$ cat config.mk
export PLATFORM = sky130hd
export DESIGN_NAME = gpc_pin_ctrl
export DESIGN_NICKNAME = d
export VERILOG_FILES = /design/src/gpc_pkg.sv /design/src/gpc_pin_ctrl.sv
export SDC_FILE = /design/constraint.sdc
export NUM_CORES = 1
export LEC_CHECK = 0
export ABC_AREA = 1
export BUFFER_PORTS_ARGS = -buffer_cell sky130_fd_sc_hd__buf_2
export CAP_MARGIN = 30
export CORE_ASPECT_RATIO = 1.4
export CORE_MARGIN = 4
export CORE_UTILIZATION = 35
export CTS_CLUSTER_DIAMETER = 150
export DETAILED_ROUTE_END_ITERATION = 10
export HOLD_SLACK_MARGIN = 0.1
export PLACE_DENSITY = 0.58
export SKIP_CTS_REPAIR_TIMING = 1
export SLEW_MARGIN = 0
export SYNTH_ARGS = -nofsm -noshare
export SYNTH_HDL_FRONTEND = slang
export SYNTH_SLANG_ARGS = --single-unit
$ cat constraint.sdc
create_clock -name CLK_SYS -period 8.2 [get_ports CLK_SYS]
set_clock_uncertainty 0.1 [all_clocks]
set_input_delay 0 -clock CLK_SYS [delete_from_list [all_inputs] [get_ports CLK_SYS]]
set_output_delay 0 -clock CLK_SYS [all_outputs]
set_load 0.02 [all_outputs]
$ cat src/gpc_pkg.sv
// Package with register map and constants of the pin controller
package gpc_pkg;

  // ----------------------------------------------------------------------
  // Register offsets (byte addresses, one word each)
  // ----------------------------------------------------------------------
  localparam logic [7:0] GPC_DATA_DIR_OFS = 8'h00;
  localparam logic [7:0] GPC_CFG_OFS      = 8'h04;
  localparam logic [7:0] GPC_INT_OFS      = 8'h08;
  localparam logic [7:0] GPC_LED_OFS      = 8'h0C;
  localparam logic [7:0] GPC_GLOBAL_OFS   = 8'h10;

  // ----------------------------------------------------------------------
  // Field positions
  // ----------------------------------------------------------------------
  localparam int GPC_DIR_POS   = 8;   // direction bits in data/dir word
  localparam int GPC_VAL_POS   = 0;   // value bits in data/dir word
  localparam int GPC_DRV_POS   = 0;   // driver type bits in config word
  localparam int GPC_POL_POS   = 8;   // polarity bits in config word
  localparam int GPC_STS_POS   = 0;   // status bits in interrupt word
  localparam int GPC_EN_POS    = 8;   // enable bits in interrupt word
  localparam int GPC_GEVT_POS  = 0;   // pin event bit in global status

  // ----------------------------------------------------------------------
  // Reset values
  // ----------------------------------------------------------------------
  localparam logic [7:0] GPC_DIR_RST = 8'h00;
  localparam logic [7:0] GPC_VAL_RST = 8'h00;
  localparam logic [7:0] GPC_DRV_RST = 8'h00;
  localparam logic [7:0] GPC_POL_RST = 8'h00;
  localparam logic [7:0] GPC_EN_RST  = 8'h00;
  localparam logic [7:0] GPC_STS_RST = 8'h00;

  // ----------------------------------------------------------------------
  // Timing
  // ----------------------------------------------------------------------
  localparam int GPC_CLK_PERIOD_NS = 8;
  localparam int GPC_MIN_LEVEL_NS  = 40;
  // Level must last more than 40 ns: strictly greater, round up
  localparam int GPC_MIN_LEVEL_CYC =
    (GPC_MIN_LEVEL_NS / GPC_CLK_PERIOD_NS) + 1;

endpackage

$ cat src/gpc_pin_ctrl.sv
// Eight-pin general purpose I/O controller with level interrupts
// Notes on behaviour
// - Eight pins, each input, push-pull or open-drain, each can interrupt.
// - Reset clears all direction bits; every pin is an input.
// - Reset clears all interrupt enable bits.
// - Reset clears polarity bits; interrupts trigger on low level.
// - Driver type bit selects push-pull or open-drain for outputs.
// - Open-drain drives low for value 0, releases for value 1.
// - Push-pull drives the pin to its value bit.
// - Reading value of an input pin returns the sampled pin state.
// - Input buffer off while output; pull-up normally on.
// - Lower six pins may be LEDs; reset mode taken from straps.
// - Each pin has readable interrupt status and its own enable.
// - Enabled statuses combine into one global pin event request.
// - A level counts only if active longer than 40 ns.
// - Polarity set: high level sets the status bit.
// - Polarity clear: low level sets the status bit.
// - LED-selected pin is an LED output; input buffer, pull-up off.
//
// Chosen here: the address map and the address-and-strobe port.
`timescale 1ns/1ns
module gpc_pin_ctrl
  import gpc_pkg::*;
#(
  parameter int NUM_PINS = 8,
  parameter int NUM_LEDS = 6
) (
  input  wire logic                CLK_SYS,
  input  wire logic                RST,
  input  wire logic [7:0]          ADDR,
  input  wire logic [31:0]         WDATA,
  input  wire logic                WR,
  input  wire logic                RD,
  output logic      [31:0]         RDATA,
  input  wire logic [NUM_PINS-1:0] PIN_IN,
  output logic      [NUM_PINS-1:0] PIN_OUT,
  output logic      [NUM_PINS-1:0] PIN_OE,
  output logic      [NUM_PINS-1:0] PIN_IBUF_EN,
  output logic      [NUM_PINS-1:0] PIN_PULLUP_EN,
  input  wire logic [NUM_LEDS-1:0] LED_SELECT_STRAPS,
  input  wire logic [NUM_LEDS-1:0] LED_DRIVE,
  output logic                     PIN_IRQ
);

  // ----------------------------------------------------------------------
  // Elaboration checks
  // ----------------------------------------------------------------------
  if (NUM_PINS != 8) begin : g_bad_pins
    $error("NUM_PINS must be 8 to fit the register layout");
  end
  if (NUM_LEDS < 1 || NUM_LEDS > NUM_PINS) begin : g_bad_leds
    $error("NUM_LEDS must lie between 1 and NUM_PINS");
  end

  localparam int CW = $clog2(GPC_MIN_LEVEL_CYC + 1);
  localparam logic [CW-1:0] LVL_DONE = CW'(GPC_MIN_LEVEL_CYC);

  // ----------------------------------------------------------------------
  // State
  // ----------------------------------------------------------------------
  logic [NUM_PINS-1:0] pin_direction_bits;
  logic [NUM_PINS-1:0] pin_value_bits;
  logic [NUM_PINS-1:0] pin_driver_type_bits;
  logic [NUM_PINS-1:0] pin_irq_polarity_bits;
  logic [NUM_PINS-1:0] pin_irq_enable;
  logic [NUM_PINS-1:0] pin_irq_status;
  logic [NUM_LEDS-1:0] led_select_bits;
  logic [NUM_PINS-1:0] sync_a;
  logic [NUM_PINS-1:0] sync_b;
  logic [NUM_PINS-1:0] level_hit;
  logic [NUM_PINS-1:0] led_mask;
  logic                strap_taken;
  logic                wr_data;
  logic                wr_cfg;
  logic                wr_int;
  logic                wr_led;

  assign wr_data = WR && (ADDR == GPC_DATA_DIR_OFS);
  assign wr_cfg  = WR && (ADDR == GPC_CFG_OFS);
  assign wr_int  = WR && (ADDR == GPC_INT_OFS);
  assign wr_led  = WR && (ADDR == GPC_LED_OFS) && strap_taken;
  assign led_mask = NUM_PINS'(led_select_bits);

  // ----------------------------------------------------------------------
  // Input synchronizer
  // ----------------------------------------------------------------------
  // Two flops per pin; only the second stage is read
  always_ff @(posedge CLK_SYS or posedge RST) begin
    if (RST) begin
      sync_a <= '1; // Pulled-up idle level, no false low after reset
      sync_b <= '1;
    end else begin
      sync_a <= PIN_IN;
      sync_b <= sync_a;
    end
  end

  // ----------------------------------------------------------------------
  // Configuration registers
  // ----------------------------------------------------------------------
  // Direction, value, driver type and polarity
  always_ff @(posedge CLK_SYS or posedge RST) begin
    if (RST) begin
      pin_direction_bits    <= GPC_DIR_RST;
      pin_value_bits        <= GPC_VAL_RST;
      pin_driver_type_bits  <= GPC_DRV_RST;
      pin_irq_polarity_bits <= GPC_POL_RST;
    end else begin
      if (wr_data) begin
        pin_direction_bits <= WDATA[GPC_DIR_POS +: NUM_PINS];
        pin_value_bits     <= WDATA[GPC_VAL_POS +: NUM_PINS];
      end
      if (wr_cfg) begin
        pin_driver_type_bits  <= WDATA[GPC_DRV_POS +: NUM_PINS];
        pin_irq_polarity_bits <= WDATA[GPC_POL_POS +: NUM_PINS];
      end
    end
  end

  // Interrupt enables
  always_ff @(posedge CLK_SYS or posedge RST) begin
    if (RST) begin
      pin_irq_enable <= GPC_EN_RST;
    end else if (wr_int) begin
      pin_irq_enable <= WDATA[GPC_EN_POS +: NUM_PINS];
    end
  end

  // LED select: straps caught on the first clock after reset release
  always_ff @(posedge CLK_SYS or posedge RST) begin
    if (RST) begin
      led_select_bits <= '0;
      strap_taken     <= 1'b0;
    end else if (!strap_taken) begin
      led_select_bits <= LED_SELECT_STRAPS;
      strap_taken     <= 1'b1;
    end else if (wr_led) begin
      led_select_bits <= WDATA[NUM_LEDS-1:0];
    end
  end

  // ----------------------------------------------------------------------
  // Per-pin level qualification and sticky status
  // ----------------------------------------------------------------------
  for (genvar i = 0; i < NUM_PINS; i++) begin : g_pin
    logic [CW-1:0] lvl_cnt;
    logic          active;
    // Polarity picks which level is active
    assign active = pin_irq_polarity_bits[i] ~^ sync_b[i];
    // Count cycles the level has been active
    always_ff @(posedge CLK_SYS or posedge RST) begin
      if (RST) begin
        lvl_cnt <= '0;
      end else if (!active) begin
        lvl_cnt <= '0;
      end else if (lvl_cnt != LVL_DONE) begin
        lvl_cnt <= lvl_cnt + CW'(1);
      end
    end
    assign level_hit[i] = (lvl_cnt == LVL_DONE);
    // Sticky status; a new hit wins over a write-one clear
    always_ff @(posedge CLK_SYS or posedge RST) begin
      if (RST) begin
        pin_irq_status[i] <= GPC_STS_RST[i];
      end else if (level_hit[i]) begin
        pin_irq_status[i] <= 1'b1;
      end else if (wr_int && WDATA[GPC_STS_POS + i]) begin
        pin_irq_status[i] <= 1'b0;
      end
    end
  end

  // ----------------------------------------------------------------------
  // Pin drivers
  // ----------------------------------------------------------------------
  // Output level and enable; LED pins follow the LED source
  always_ff @(posedge CLK_SYS or posedge RST) begin
    if (RST) begin
      PIN_OUT       <= '0;
      PIN_OE        <= '0;
      PIN_IBUF_EN   <= '1;
      PIN_PULLUP_EN <= '1;
    end else begin
      for (int k = 0; k < NUM_PINS; k++) begin
        if (led_mask[k]) begin
          PIN_OUT[k]       <= LED_DRIVE[k % NUM_LEDS];
          PIN_OE[k]        <= 1'b1;
          PIN_IBUF_EN[k]   <= 1'b0;
          PIN_PULLUP_EN[k] <= 1'b0;
        end else begin
          PIN_PULLUP_EN[k] <= 1'b1;
          PIN_IBUF_EN[k]   <= !pin_direction_bits[k];
          if (!pin_direction_bits[k]) begin
            PIN_OUT[k] <= 1'b0;
            PIN_OE[k]  <= 1'b0;
          end else if (pin_driver_type_bits[k]) begin
            PIN_OUT[k] <= pin_value_bits[k];
            PIN_OE[k]  <= 1'b1;
          end else begin
            PIN_OUT[k] <= 1'b0;
            PIN_OE[k]  <= !pin_value_bits[k];
          end
        end
      end
    end
  end

  // ----------------------------------------------------------------------
  // Combined interrupt request
  // ----------------------------------------------------------------------
  always_ff @(posedge CLK_SYS or posedge RST) begin
    if (RST) begin
      PIN_IRQ <= 1'b0;
    end else begin
      PIN_IRQ <= |(pin_irq_status & pin_irq_enable);
    end
  end

  // ----------------------------------------------------------------------
  // Read port
  // ----------------------------------------------------------------------
  // Input pins read the synchronized level, outputs the value bit
  always_ff @(posedge CLK_SYS or posedge RST) begin
    if (RST) begin
      RDATA <= '0;
    end else begin
      RDATA <= '0;
      if (RD) begin
        unique case (ADDR)
          GPC_DATA_DIR_OFS: begin
            RDATA[GPC_DIR_POS +: NUM_PINS] <= pin_direction_bits;
            RDATA[GPC_VAL_POS +: NUM_PINS] <=
              (pin_direction_bits & pin_value_bits) |
              (~pin_direction_bits & sync_b);
          end
          GPC_CFG_OFS: begin
            RDATA[GPC_DRV_POS +: NUM_PINS] <= pin_driver_type_bits;
            RDATA[GPC_POL_POS +: NUM_PINS] <= pin_irq_polarity_bits;
          end
          GPC_INT_OFS: begin
            RDATA[GPC_STS_POS +: NUM_PINS] <= pin_irq_status;
            RDATA[GPC_EN_POS +: NUM_PINS]  <= pin_irq_enable;
          end
          GPC_LED_OFS: begin
            RDATA[NUM_LEDS-1:0] <= led_select_bits;
          end
          GPC_GLOBAL_OFS: begin
            RDATA[GPC_GEVT_POS] <= |(pin_irq_status&pin_irq_enable);
          end
          default: begin
            RDATA <= '0;
          end
        endcase
      end
    end
  end

  // ----------------------------------------------------------------------
  // Assertions
  // ----------------------------------------------------------------------
  property p_irq_follows;
    @(posedge CLK_SYS) disable iff (RST)
      ##1 PIN_IRQ == $past(|(pin_irq_status & pin_irq_enable));
  endproperty
  a_irq_follows: assert property (p_irq_follows)
    else $error("Combined request does not follow enabled status");

  property p_sticky;
    @(posedge CLK_SYS) disable iff (RST)
      (pin_irq_status[0] && !(wr_int && WDATA[GPC_STS_POS])) |=>
        pin_irq_status[0];
  endproperty
  a_sticky: assert property (p_sticky)
    else $error("Status bit dropped without a write-one clear");

  property p_clear;
    @(posedge CLK_SYS) disable iff (RST)
      (wr_int && WDATA[GPC_STS_POS] && !level_hit[0]) |=>
        !pin_irq_status[0];
  endproperty
  a_clear: assert property (p_clear)
    else $error("Write-one did not clear status");

  property p_short_pulse;
    @(posedge CLK_SYS) disable iff (RST)
      !g_pin[0].active ##1 g_pin[0].active [*5] ##1 !g_pin[0].active
        |-> !level_hit[0];
  endproperty
  a_short_pulse: assert property (p_short_pulse)
    else $error("Short level was taken as an interrupt");

  property p_long_level;
    @(posedge CLK_SYS) disable iff (RST)
      g_pin[0].active [*6] |=> level_hit[0] ##1 pin_irq_status[0];
  endproperty
  a_long_level: assert property (p_long_level)
    else $error("Long active level did not set status");

  property p_open_drain;
    @(posedge CLK_SYS) disable iff (RST)
      (!led_mask[7] && pin_direction_bits[7] && !pin_driver_type_bits[7])
        |=> (PIN_OE[7] == !$past(pin_value_bits[7])) && !PIN_OUT[7];
  endproperty
  a_open_drain: assert property (p_open_drain)
    else $error("Open-drain drive wrong");

  property p_push_pull;
    @(posedge CLK_SYS) disable iff (RST)
      (!led_mask[7] && pin_direction_bits[7] && pin_driver_type_bits[7])
        |=> PIN_OE[7] && (PIN_OUT[7] == $past(pin_value_bits[7]));
  endproperty
  a_push_pull: assert property (p_push_pull)
    else $error("Push-pull drive wrong");

  property p_input_float;
    @(posedge CLK_SYS) disable iff (RST)
      (!led_mask[7] && !pin_direction_bits[7]) |=>
        !PIN_OE[7] && PIN_IBUF_EN[7] && PIN_PULLUP_EN[7];
  endproperty
  a_input_float: assert property (p_input_float)
    else $error("Input pin driven or buffer off");

  property p_led_pin;
    @(posedge CLK_SYS) disable iff (RST)
      led_mask[0] |=> !PIN_IBUF_EN[0] && !PIN_PULLUP_EN[0];
  endproperty
  a_led_pin: assert property (p_led_pin)
    else $error("LED pin kept input buffer or pull-up");

  c_irq: cover property (@(posedge CLK_SYS) disable iff (RST) $rose(PIN_IRQ));
  c_clear: cover property (@(posedge CLK_SYS) disable iff (RST)
    $fell(pin_irq_status[0]));
  c_od: cover property (@(posedge CLK_SYS) disable iff (RST)
    pin_direction_bits[7] && !pin_driver_type_bits[7] && !PIN_OE[7]);

endmodule

==> out/metrics.yaml <==
worst_setup_path:
  required_ns: 8.45
  worstSetupPathType: "input port to flip-flop"
  cp-end-kind: "flip-flop"
  ff2ff_setup_slack_ns: 5.84
  r2r-end: "RDATA[0]$_DFF_PP0_"
  worstPathMaxFanout: 7
  worstPathArrival_ns: 2.96
  ff2ff_path_depth: 10
  reg2reg_from: "pin_irq_status[6]$_DFFE_PP0P_"
  crit_end: "RDATA[0]$_DFF_PP0_"
  worstSetupStartpoint: "RD"
  start_kind: "input port"
finish:
  most-common-layout-cells: "153 x nand2_1, 112 x dfrtp_1, 95 x buf_2"
  nets: 894
  antennaDiodeCount: 0
  n_fill_cell: 1678
  stdcell_area_um2: 7913
  final_common_cell: "nand2_1"
  drive_above_1_share: 0.2285
  final_util: 0.4528
  area_delta_synth_final_pct: 26.35
sta:
  finalCriticalPeriod_ns: 2.718
  setup_viol: 0
  rsz0062_at_grt: "false"
  tightest_slew_ns: 0.8992
  tns_ns: 0
  hold_viol: 0
  setup_ws_ns: 5.482
  finalCritPeriodShare: 0.3315
  drv_slew: 0
  clock.fmax_mhz: 367.9
  relSlewSlack: 0.4005
floorplanning:
  die_w_um: 121.1
  rows: 57
  io_pins: 129
  dieHeight_um: 166.3
  start_util: 0.3584
  die_area_um2: 20130
  core_um2: 17470
pwr:
  pwr-share-clk: 0.404
  ir_drop_mv: 0.1189
  power.density_nw_per_um2: 223.5
  p_int_uw: 1310
  switchingPower_uw: 458.6
  power_leakage_uw: 0.004048
  netSwitchingFraction: 0.2593
  p_seq_frac: 0.465
  power_frac_comb: 0.131
place:
  routabilityCongestion: 0.7704
  placed_area_um2: 6874
  io_buffers: 94
  pre_cts_slack_ns: 6.196
  dp_hpwl_um: 9700
flow_run:
  maxCapViolCount: 0
synth:
  yosys_warnings: 0
  yosys.cell_types.count: 33
  postSynthAreaPerCell_um2: 9.403
  seq_area_frac_synth: 0.5734
  synthCells: 666
  netlist_area_um2: 6262
  synth_seq_cells: 142
routing:
  viasPerCell: 4.413
  dr.pass1.iters: 5
  wl_per_cell_um: 13.59
  vias: 4691
  drt_iter0_drc: 322
  drc_errors: 0
  ant_nets: 0
  drt-total-wl_um: 14450
status:
  status: "completed"
worst_hold_path:
  hold_path.class: "input port to flip-flop"
clock_network:
  numCtsBuffers: 17
  clk_latency_ns: 0.40
  htree_levels: 4
  cts_tree: "yes"
  clkSinkCount: 142
  ctsLongestPathBuffers: 2
  root_buffer: "clkbuf_16"
  clk_pin_slew_ns: 0.06
global_route:
  grt_pass1_vias: 4550
  grt_max_degree: 74
  grt_pass1_wl_um: 22920
  antenna_found_initial: 0
  grt_overflow: 0
  grt_use_total: 0.1452
-- worst min-delay path by stage --
stage	start	end	cells after the start
floorplan	PIN_IN[0]	sync_a[0]$_DFF_PP1_	0
global placement	PIN_IN[5]	sync_a[5]$_DFF_PP1_	1
detailed placement	PIN_IN[7]	sync_a[7]$_DFF_PP1_	1
CTS	PIN_IN[7]	sync_a[7]$_DFF_PP1_	1
global route	PIN_IN[5]	sync_a[5]$_DFF_PP1_	2
finish	ADDR[2]	RDATA[4]$_DFF_PP0_	7
-- cell type report --
type | instances | area [um2] | share of cell area
well taps | 236 | 295.3 | 0.03732
multi-input cells | 409 | 2122 | 0.2682
flip-flops and latches | 142 | 3591 | 0.4538
repair buffers | 146 | 980.9 | 0.1240
clock inverters | 7 | 62.56 | 0.007906
clock buffers | 25 | 485.5 | 0.06135
inverters | 98 | 375.4 | 0.04744
-- per-stage QoR --
step	hold WS [ns]	power (uW)	cells
floorplan	-0.09552	987.9	683
global placement	0.007249	1043	981
detailed placement	0.007578	1051	982
CTS	-0.4334	1773	1014
global route	0.1268	1855	1063
finish	0.1097	1769	1063
-- cell families after synthesis --
group	count (synthesis)	synth area share
buffers and inverters	132	0.09810
and+or+nand+nor	244	0.1650
DFF	142	0.5734
other	2	0.001199
adders and majority gates	16	0.03197
xor gates and xnor gates	15	0.02098
AOI/OAI and AO/OA	115	0.1093
-- critical path, cell delays in order --
cell and delay, ns:
dlygate4sd3_1 0.52, buf_2 0.25, inv_1 0.19, nor4_1 0.19, dlygate4sd3_1 0.58, nand2_1 0.05, dlygate4sd3_1 0.55, nor2_1 0.08
dlygate4sd3_1 0.54
-- power by group through the flow --
stage	Sequential (uW)	Clock, uW	Combinational, uW
floorplan	844	0	144
global placement	832	0	211
detailed placement	834	0	218
CTS	823	732	218
global route	831	759	265
finish	823	715	231
-- Yosys cell counts, drive strengths merged --
library cell / number / area share
a211o: 3 / 0.0042
a21oi: 23 / 0.018
a31oi: 11 / 0.011
and3: 1 / 0.0010
buf: 33 / 0.038
clkbuf: 1 / 0.00060
conb: 2 / 0.0012
dfrtp: 112 / 0.45
dfstp: 30 / 0.13
ha: 16 / 0.032
inv: 98 / 0.059
nand2: 162 / 0.10
nand3: 38 / 0.030
nand3b: 1 / 0.0012
nor2: 38 / 0.028
nor3: 3 / 0.0024
nor4: 1 / 0.0010
o211ai: 1 / 0.0012
o21ai: 71 / 0.066
o31ai: 1 / 0.0012
o41ai: 5 / 0.0070
xnor2: 8 / 0.011
xor2: 7 / 0.0098
-- registers in the layout, indices dropped and copies added (netlist names) --
name                   cells
PIN_OUT                    8
pin_irq_status             8
pin_irq_enable             8
g_pin.lvl_cnt             24
strap_taken                1
PIN_OE                     8
pin_irq_polarity_bits      8
pin_value_bits             8
RDATA                     16
sync_b                     8
pin_direction_bits         8
pin_driver_type_bits       8
PIN_PULLUP_EN              6
PIN_IRQ                    1
sync_a                     8
PIN_IBUF_EN                8
led_select_bits            6
-- layer usage --
layer,global-route usage,up-vias,wire length [um]
li1,-,2364,-
met1,0.1801,2213,6285
met2,0.2478,108,7400
met3,0.03373,6,645
met4,0.04734,0,113
met5,0,-,0
No activity file was read; power rests on OpenSTA's default activity.
